File: src/logic/hsq_defines.svh
// Behaviour
// - The whole identifier sequence is replayed the number of extra times held in bits 2-0 of register sequence_repeat_ctrl, for counts 1 to 6.
// - Each pass plays the slots in order and ends at the first slot holding identifier 0 or after all eight slots.
// - A repeat count of 0 plays the sequence once with no repeat.
// - A repeat count of 7 repeats without end until the host triggers a stop or clears the launch bit.
// - Register 0x1A lengthens or shortens the overdrive segment of library waveforms.
// - The sample equal to the waveform's maximum voltage, when that maximum is positive, is classed as overdrive without host input.
// - The overdrive adjustment applies only in open loop; in closed loop overdrive is left to the automatic logic.
// - The overdrive adjustment is two's complement and counts in sample step periods.
// - Register 0x1B lengthens or shortens the positive sustain segment of library waveforms.
// - Every positive sample other than the overdrive one is classed as positive sustain.
// - The positive sustain adjustment is two's complement and counts in sample step periods.
// - Register 0x1C lengthens or shortens the negative sustain segment, as a signed count of sample step periods.
`ifndef HSQ_DEFINES_SVH
`define HSQ_DEFINES_SVH

// ************************************************************
// Register offsets
// ************************************************************
`define HSQ_OFS_REPEAT_CTRL 8'h19
`define HSQ_OFS_OD_ADJ 8'h1A
`define HSQ_OFS_PS_ADJ 8'h1B
`define HSQ_OFS_NS_ADJ 8'h1C

// ************************************************************
// Fields and reset values
// ************************************************************
`define HSQ_REPEAT_MSB 2
`define HSQ_REPEAT_LSB 0
`define HSQ_REPEAT_ENDLESS 3'h7
`define HSQ_RST_REPEAT_CTRL 8'h00
`define HSQ_RST_ADJ 8'h00
`define HSQ_SLOT_COUNT 8
`define HSQ_LAST_SLOT 3'h7
`define HSQ_EMPTY_ID 7'h00

`endif

File: src/logic/hsq_pkg.sv
package hsq_pkg;

    typedef logic [7:0] hsq_byte_t;
    typedef logic [6:0] hsq_id_t;
    typedef hsq_id_t [7:0] hsq_id_list_t;

    typedef enum logic [1:0] {
        HSQ_IDLE,
        HSQ_ISSUE,
        HSQ_WAIT
    } hsq_state_t;

    typedef enum logic [1:0] {
        HSQ_SEG_NONE,
        HSQ_SEG_OVERDRIVE,
        HSQ_SEG_POS_SUSTAIN,
        HSQ_SEG_NEG_SUSTAIN
    } hsq_seg_t;

    typedef struct packed {
        hsq_byte_t repeat_ctrl;
        hsq_byte_t od_adj;
        hsq_byte_t ps_adj;
        hsq_byte_t ns_adj;
        hsq_byte_t rdata;
        logic hit;
        hsq_state_t state;
        logic [2:0] slot;
        logic [2:0] pass;
        logic go_prev;
        logic playing;
        logic effect_start;
        hsq_id_t effect_id;
        logic seq_done;
    } hsq_top_st_t;

    typedef struct packed {
        logic valid;
        hsq_seg_t kind;
        logic signed [7:0] adjust;
    } hsq_seg_st_t;

endpackage : hsq_pkg

File: src/logic/hsq_seg_if.sv
`timescale 1ns/1ps
interface hsq_seg_if;
    import hsq_pkg::*;
    logic sample_valid;
    logic signed [7:0] sample;
    logic signed [7:0] wave_max;
    logic closed_loop;
    hsq_byte_t od_adj;
    hsq_byte_t ps_adj;
    hsq_byte_t ns_adj;
    logic seg_valid;
    hsq_seg_t seg_kind;
    logic signed [7:0] seg_adjust;

    modport ctrl (
        output sample_valid, sample, wave_max, closed_loop, od_adj, ps_adj, ns_adj,
        input seg_valid, seg_kind, seg_adjust
    );
    modport classify (
        input sample_valid, sample, wave_max, closed_loop, od_adj, ps_adj, ns_adj,
        output seg_valid, seg_kind, seg_adjust
    );
endinterface : hsq_seg_if

File: src/logic/hsq_top.sv
`timescale 1ns/1ps
`include "hsq_defines.svh"
module hsq_top import hsq_pkg::*; (
    input wire logic i_mclk,
    input wire logic i_nrst,
    input wire logic [7:0] i_reg_addr,
    input wire logic [7:0] i_reg_wdata,
    input wire logic i_reg_wr,
    input wire logic i_reg_rd,
    output logic [7:0] o_reg_rdata,
    output logic o_reg_hit,
    input wire logic i_go,
    input wire logic i_trig_stop,
    input wire hsq_id_list_t i_seq_ids,
    input wire logic i_effect_done,
    output logic o_playing,
    output logic o_effect_start,
    output logic [6:0] o_effect_id,
    output logic [2:0] o_pass_count,
    output logic o_seq_done,
    input wire logic i_closed_loop,
    input wire logic i_sample_valid,
    input wire logic signed [7:0] i_sample,
    input wire logic signed [7:0] i_wave_max,
    output logic o_seg_valid,
    output logic [1:0] o_seg_kind,
    output logic signed [7:0] o_seg_adjust
);

    hsq_top_st_t st_q;
    hsq_top_st_t st_d;
    hsq_seg_if seg ();
    logic [2:0] repeat_count;
    logic stop_req;
    logic [7:0] slot_used;
    logic endless_mode;
    logic more_passes;

    assign repeat_count = st_q.repeat_ctrl[`HSQ_REPEAT_MSB:`HSQ_REPEAT_LSB];
    assign stop_req = !i_go || i_trig_stop;
    assign endless_mode = (repeat_count == `HSQ_REPEAT_ENDLESS);
    // Counts 1 to 6 give that many extra passes; the same compare ends count 0 after one pass.
    // The issue and wait states share this compare so both end a pass the same way.
    assign more_passes = (st_q.pass < repeat_count);

    // ************************************************************
    // Slot occupancy
    // ************************************************************
    // A slot holding identifier 0 marks the end of the list for this pass.
    for (genvar k = 0; k < `HSQ_SLOT_COUNT; k++) begin : g_slot
        assign slot_used[k] = (i_seq_ids[k] != `HSQ_EMPTY_ID);
    end

    // ************************************************************
    // Register file and sequencer
    // ************************************************************
    always_comb begin
        st_d = st_q;
        st_d.go_prev = i_go;
        st_d.effect_start = 1'b0;
        st_d.seq_done = 1'b0;
        st_d.hit = 1'b0;

        // ************************************************************
        // Register writes
        // ************************************************************
        // Reserved bits of the repeat register are plain storage and read back as written.
        if (i_reg_wr) begin
            unique case (i_reg_addr)
                `HSQ_OFS_REPEAT_CTRL: st_d.repeat_ctrl = i_reg_wdata;
                `HSQ_OFS_OD_ADJ: st_d.od_adj = i_reg_wdata;
                `HSQ_OFS_PS_ADJ: st_d.ps_adj = i_reg_wdata;
                `HSQ_OFS_NS_ADJ: st_d.ns_adj = i_reg_wdata;
                default: ;
            endcase
        end

        // ************************************************************
        // Register reads
        // ************************************************************
        // A read alongside a write returns the value from before the write.
        if (i_reg_rd) begin
            st_d.hit = 1'b1;
            unique case (i_reg_addr)
                `HSQ_OFS_REPEAT_CTRL: st_d.rdata = st_q.repeat_ctrl;
                `HSQ_OFS_OD_ADJ: st_d.rdata = st_q.od_adj;
                `HSQ_OFS_PS_ADJ: st_d.rdata = st_q.ps_adj;
                `HSQ_OFS_NS_ADJ: st_d.rdata = st_q.ns_adj;
                default: begin
                    st_d.rdata = 8'h00;
                    st_d.hit = 1'b0;
                end
            endcase
        end

        // ************************************************************
        // Sequencer
        // ************************************************************
        unique case (st_q.state)
            HSQ_IDLE: begin
                st_d.playing = 1'b0;
                // Launch needs a fresh rising edge, so a launch bit left high after the end does not replay.
                if (i_go && !st_q.go_prev && !i_trig_stop) begin
                    st_d.state = HSQ_ISSUE;
                    st_d.slot = 3'h0;
                    st_d.pass = 3'h0;
                    st_d.playing = 1'b1;
                end
            end
            HSQ_ISSUE: begin
                if (stop_req) begin
                    st_d.state = HSQ_IDLE;
                    st_d.playing = 1'b0;
                    st_d.pass = 3'h0;
                end else if (slot_used[st_q.slot]) begin
                    st_d.effect_start = 1'b1;
                    st_d.effect_id = i_seq_ids[st_q.slot];
                    st_d.state = HSQ_WAIT;
                end else if (st_q.slot == 3'h0) begin
                    // An empty first slot would spin forever in the endless mode, so it ends playback.
                    st_d.state = HSQ_IDLE;
                    st_d.playing = 1'b0;
                    st_d.seq_done = 1'b1;
                    st_d.pass = 3'h0;
                end else if (endless_mode) begin
                    // In the endless mode the pass counter is left alone, so it can never wrap.
                    st_d.slot = 3'h0;
                end else if (more_passes) begin
                    st_d.slot = 3'h0;
                    st_d.pass = st_q.pass + 3'h1;
                end else begin
                    st_d.state = HSQ_IDLE;
                    st_d.playing = 1'b0;
                    st_d.seq_done = 1'b1;
                    st_d.pass = 3'h0;
                end
            end
            HSQ_WAIT: begin
                // Stop wins over a finished effect in the same cycle, so a late done never restarts playback.
                if (stop_req) begin
                    st_d.state = HSQ_IDLE;
                    st_d.playing = 1'b0;
                    st_d.pass = 3'h0;
                end else if (i_effect_done) begin
                    st_d.state = HSQ_ISSUE;
                    if (st_q.slot == `HSQ_LAST_SLOT) begin
                        if (endless_mode) begin
                            st_d.slot = 3'h0;
                        end else if (more_passes) begin
                            st_d.slot = 3'h0;
                            st_d.pass = st_q.pass + 3'h1;
                        end else begin
                            st_d.state = HSQ_IDLE;
                            st_d.playing = 1'b0;
                            st_d.seq_done = 1'b1;
                            st_d.pass = 3'h0;
                        end
                    end else begin
                        st_d.slot = st_q.slot + 3'h1;
                    end
                end
            end
            default: begin
                // A corrupted state code drops back to idle rather than driving the player.
                st_d.state = HSQ_IDLE;
                st_d.playing = 1'b0;
                st_d.pass = 3'h0;
            end
        endcase
    end

    // ************************************************************
    // State register
    // ************************************************************
    always_ff @(posedge i_mclk or negedge i_nrst) begin
        if (!i_nrst) begin
            st_q <= '0;
            st_q.repeat_ctrl <= `HSQ_RST_REPEAT_CTRL;
            st_q.od_adj <= `HSQ_RST_ADJ;
            st_q.ps_adj <= `HSQ_RST_ADJ;
            st_q.ns_adj <= `HSQ_RST_ADJ;
            st_q.state <= HSQ_IDLE;
        end else begin
            st_q <= st_d;
        end
    end

    // ************************************************************
    // Waveform segment adjustment
    // ************************************************************
    assign seg.sample_valid = i_sample_valid;
    assign seg.sample = i_sample;
    assign seg.wave_max = i_wave_max;
    assign seg.closed_loop = i_closed_loop;
    assign seg.od_adj = st_q.od_adj;
    assign seg.ps_adj = st_q.ps_adj;
    assign seg.ns_adj = st_q.ns_adj;

    hsq_seg_adjust u_seg (
        .i_mclk(i_mclk),
        .i_nrst(i_nrst),
        .seg(seg.classify)
    );

    // ************************************************************
    // Outputs
    // ************************************************************
    assign o_reg_rdata = st_q.rdata;
    assign o_reg_hit = st_q.hit;
    assign o_playing = st_q.playing;
    assign o_effect_start = st_q.effect_start;
    assign o_effect_id = st_q.effect_id;
    assign o_pass_count = st_q.pass;
    assign o_seq_done = st_q.seq_done;
    assign o_seg_valid = seg.seg_valid;
    assign o_seg_kind = seg.seg_kind;
    assign o_seg_adjust = seg.seg_adjust;

endmodule : hsq_top

File: src/logic/hsq_seg_adjust.sv
`timescale 1ns/1ps
`include "hsq_defines.svh"
module hsq_seg_adjust import hsq_pkg::*; (
    input wire logic i_mclk,
    input wire logic i_nrst,
    hsq_seg_if.classify seg
);

    hsq_seg_st_t st_q;
    hsq_seg_st_t st_d;

    // ************************************************************
    // Segment classification
    // ************************************************************
    // The adjustment is a signed count of sample step periods; the waveform player adds it to the segment length.
    always_comb begin
        st_d = st_q;
        st_d.valid = seg.sample_valid;
        if (seg.sample_valid) begin
            if (seg.sample == seg.wave_max && seg.sample > 8'sh00) begin
                st_d.kind = HSQ_SEG_OVERDRIVE;
                // Closed loop sizes overdrive from feedback, so the host offset is held off.
                st_d.adjust = seg.closed_loop ? 8'sh00 : $signed(seg.od_adj);
            end else if (seg.sample > 8'sh00) begin
                st_d.kind = HSQ_SEG_POS_SUSTAIN;
                st_d.adjust = $signed(seg.ps_adj);
            end else if (seg.sample < 8'sh00) begin
                st_d.kind = HSQ_SEG_NEG_SUSTAIN;
                st_d.adjust = $signed(seg.ns_adj);
            end else begin
                st_d.kind = HSQ_SEG_NONE;
                st_d.adjust = 8'sh00;
            end
        end
    end

    always_ff @(posedge i_mclk or negedge i_nrst) begin
        if (!i_nrst) begin
            st_q <= '0;
        end else begin
            st_q <= st_d;
        end
    end

    assign seg.seg_valid = st_q.valid;
    assign seg.seg_kind = st_q.kind;
    assign seg.seg_adjust = st_q.adjust;

endmodule : hsq_seg_adjust

File: config.mk
export PLATFORM = sky130hd
export DESIGN_NAME = hsq_top
export DESIGN_NICKNAME = d
export VERILOG_FILES = /design/src/logic/hsq_pkg.sv /design/src/logic/hsq_seg_if.sv /design/src/logic/hsq_top.sv /design/src/logic/hsq_seg_adjust.sv
export VERILOG_INCLUDE_DIRS = /design/src /design/src/logic
export SDC_FILE = /design/constraint.sdc
export NUM_CORES = 1
export LEC_CHECK = 0
export BUFFER_PORTS_ARGS = -buffer_cell sky130_fd_sc_hd__buf_2
export CAP_MARGIN = 20
export CELL_PAD_IN_SITES_DETAIL_PLACEMENT = 0
export CELL_PAD_IN_SITES_GLOBAL_PLACEMENT = 1
export CORE_UTILIZATION = 37
export CTS_BUF_LIST = sky130_fd_sc_hd__clkbuf_2 sky130_fd_sc_hd__clkbuf_4 sky130_fd_sc_hd__clkbuf_8
export CTS_CLUSTER_SIZE = 20
export DETAILED_ROUTE_END_ITERATION = 12
export PLACE_DENSITY = 0.82
export SETUP_SLACK_MARGIN = 0.02
export SYNTH_ARGS = -nofsm -noshare
export SYNTH_HDL_FRONTEND = slang
export SYNTH_SLANG_ARGS = --single-unit
File: constraint.sdc
create_clock -name i_mclk -period 1.87 [get_ports i_mclk]
set_input_delay 0.374 -clock i_mclk [delete_from_list [all_inputs] [get_ports i_mclk]]
set_output_delay 0.374 -clock i_mclk [all_outputs]
set_load 0.1 [all_outputs]
==> key figures <==
Outcome
  – Failing checks: setup timing
  – Status: finished with violations

Drt
  – Length of the first detailed-routing pass in iterations: 5
  – WL/cell: ~16 µm
  – DRC errors left: 0
  – Vias: 4,039
  – DR iter-0 viols: roughly 230
  – Routed WL: 12,100 µm
  – Post-DRT Antenna Nets: 0
  – Post-DR vias/cell: between 5 and 6

Timing
  – Crit share post-route: 1.13
  – Min Clock Period, post-route: ~2.1 ns
  – Final worst slack: -0.249 ns
  – Final hold vios: 0
  – Fmax: ~470 MHz
  – Worst Tran Pin Value: 0.625 ns
  – Slew HR: 0.584
  – Final Max Slew Viols: 0
  – Setup violators final: 16
  – Final Skew: approximately 0.01 ns
  – Hold_ws: roughly 0.028 ns
  – RSZ-0062 raised after global routing: true

Placement
  – GPL Wtd Cong: between 0.9 and 1
  – Hpwl dp: between 9000 and 10,000 µm
  – I/O Buffers: between 100 and 150

Worst setup path
  – CP Class: reg -> reg
  – Critical Path, Cell by Cell: buf_12 > or4_1 > nor2_1 > a2111o_2 > and3_4 > o2111a_2 > mux2_4
  – Worst EP arrival: roughly 2.4 ns
  – Worst EP required: 2.10 ns
  – Crit Path Max Fanout: 5
  – Slowest library cell on the worst path: dfrtp_2
  – CP endpoint kind: flip-flop
  – Slowest stage delay, CP: between 0.4 and 0.5 ns
  – Setup crit start kind: flip-flop

Finish
  – Commonest non-fill, non-tap cell in the layout: buf_2
  – Seq. cell area: ~1800 µm²
  – Area used by multi-input combinational logic: 2440 µm²
  – Layout net count: 698
  – Most frequent cells in the layout: 129 x buf_2, 70 x dfrtp_1, 61 x buf_4, 47 x nand2_1, 22 x nor2_1
  – Synth-to-layout area growth: 34.7%
  – Final Util: 0.514
  – Filler instances: 1,042
  – # diodes: 0
  – Share of cells above drive strength 1: 0.467

Yosys
  – Post-Synth XOR/XNOR Area: 0.0180
  – Syn avg cell area: 10.6 µm²
  – Mux cell area share after synthesis: 0.180
  – Simple-gate portion of the synthesized area: 0.173
  – Post-synthesis instance area: between 4000 and 5000 µm²
  – Yosys warnings: 0
  – Top FF cell, synth: dfrtp_1
  – Adder-cell share of the synthesized area: 0.0286
  – Mapped Cells: just over 400
  – Post-Syn Nets: 520
  – EDFF count, synth: 0
  – Synthesis-stage register bit count: slightly above 70
  – Post-synth cell types: 58
  – Complex-gate fraction of the synthesized area: 0.131
  – Largest family of logic cells by synthesized area: multiplexers
  – Post-synthesis sequential area ratio: 0.406
  – Synth async-reset ratio: 1.00

Clock tree
  – Root buf cell: clkbuf_8
  – Hold buffer count at CTS: 0
  – Clock Sinks: slightly above 70
  – Clock Path Buffers: 2
  – Cts bufs inserted: 9
  – Reg clk slew, reported paths: 0.08 ns
  – CTS tree: done
  – Later-pin clock latency in the skew report: 0.35 ns
  – H-tree Lvls: 3

Floorplanning
  – Core Area: about 11,000 µm²
  – Top Ports: 130
  – Initial Utilization: 0.382
  – Die W: 111 µm
  – Die height: about 110 µm
  – Die ar.: about 12,000 µm²
  – Rows: 39

Global routing
  – Largest net degree at the start of global routing: 25
  – First-pass GRT wire length: 19,600 µm
  – Initial antenna violation count: 0
  – Gr usage total: 0.199
  – Congestion Overflow GR: 0
  – Vias in the first global route: between 4,000 and 5,000

Power and ir drop
  – Pwr Total: between 5000 and 6000 µW
  – Cell Pwr Density: roughly 950 nW/µm²
  – Leakage power: about 0.0027 µW
  – Worst vdd rail ir drop: ~1.1 mV

Job
  – Max Cap Violations: 0

Worst hold path
  – Hold WC Path Type: in -> async
[critical path: cells and delay by family (launching register included)]
kind,cells,cell delay (ns)
and+or+nand+nor,3,0.71
DFF,1,0.46
AOI/OAI and AO/OA,2,0.38
muxes,1,0.31
buffers and inverters,1,0.15
[flip-flops by register name (all words and copies together), names as in the netlist]
register / count
st_q: 11
o_seq_done: 1
seg.od_adj: 8
u_seg.seg.seg_adjust: 8
o_playing: 1
o_reg_rdata: 8
o_effect_start: 1
o_pass_count: 3
seg.ns_adj: 8
o_reg_hit: 1
seg.ps_adj: 8
u_seg.seg.seg_valid: 1
u_seg.seg.seg_kind: 2
repeat_count: 3
o_effect_id: 7
[report_power, final]
group	switching, µW	internal (µW)	leakage (µW)
Sequential	121	1700	0.000937
Clock	620	607	0.0000953
Combinational	1550	1030	0.00169
Total	2290	3340	0.00273
[kinds of logic after synthesis]
group	Yosys count
xor+xnor	9
fa+ha+maj	10
buf+inv	51
flops	71
compound gates	82
mux	57
simple gates	133
[timing repair]
| item | 4_1_cts | 5_1_grt |
|---|---|---|
| pin swaps | 2 | 3 |
| setup endpoints to repair | 17 | 18 |
| resized for setup | 7 | 12 |
| hold endpoints to repair | 0 | 0 |
| setup buffers | 1 | 2 |
[path summary, 6_finish.rpt]
| path | start | to | slack (ns) | cells after the start |
|---|---|---|---|---|
| min in group i_mclk | i_go | st_q[10]$_DFF_PN0_ | 0.15 | 1 |
| max reg2reg | st_q[14]$_DFFE_PN0P_ | st_q[16]$_DFFE_PN0P_ | -0.25 | 7 |
| min reg2reg | o_effect_id[6]$_DFFE_PN0P_ | o_effect_id[6]$_DFFE_PN0P_ | 0.51 | 1 |
| max in group asynchronous | i_nrst | o_pass_count[0]$_DFFE_PN0P_ | 1.27 | 2 |
| max | st_q[14]$_DFFE_PN0P_ | st_q[16]$_DFFE_PN0P_ | -0.25 | 7 |
| min | i_nrst | u_seg.seg.seg_valid$_DFF_PN0_ | 0.03 | 1 |
[per-layer routing]
| layer | share of wire | wire length [µm] | track usage |
|---|---|---|---|
| met5 | 0 | 0 | 0 |
| met4 | 0.039 | 472 | 0.0987 |
| met2 | 0.51 | 6210 | 0.362 |
| met3 | 0.053 | 640 | 0.0290 |
| met1 | 0.40 | 4800 | 0.227 |
[synth_stat cells, types with 2 or more instances]
cell type,count,area (µm²)
nor2_1,22,82.6
a21boi_1,8,60.1
or4_1,4,30.0
buf_4,19,143
nor4_1,13,81.3
and3_1,4,25.0
ha_1,10,125
clkbuf_1,7,26.3
inv_1,16,60.1
buf_2,6,30.0
o21ai_1,3,15.0
a31oi_1,10,62.6
nand3b_1,4,30.0
mux2_1,20,225
o22ai_1,9,56.3
nand4_1,2,12.5
or3b_1,8,70.1
mux2i_1,8,80.1
o21ai_0,13,65.1
a21boi_0,2,15.0
nand3_1,6,30.0
nor4b_2,2,30.0
o2bb2ai_1,2,17.5
nor3_1,3,15.0
nand2_1,47,176
o211ai_1,4,30.0
xor2_1,8,70.1
mux2_2,15,169
a21oi_1,12,60.1
a211o_1,2,17.5
nor4b_1,4,35.0
nor2b_1,2,12.5
nand2_2,2,12.5
dfrtp_1,71,1780
nand2b_1,2,12.5
mux4_2,14,315
a222oi_1,8,80.1
[layout make-up]
cell class	count	share of cell area
multi-input cells	291	0.414
flip-flops and latches	71	0.302
repair buffers	200	0.211
well taps	143	0.0304
clock buffers	9	0.0210
inverters	18	0.0115
clock inverters	6	0.0104
[stage by stage]
step | area (µm²) | std cells | setup slack [ns] | setup TNS [ns]
after CTS | 5820 | 736 | -0.237 | -2.22
after floorplan | 4440 | 413 | -0.0831 | -0.577
after global routing | 5890 | 738 | -0.310 | -3.38
final | 5890 | 738 | -0.249 | -2.01
after global placement | 5600 | 720 | -0.262 | -5.04
after detailed placement | 5600 | 720 | -0.326 | -7.08
Note: power is estimated with default switching activity, not from simulation.
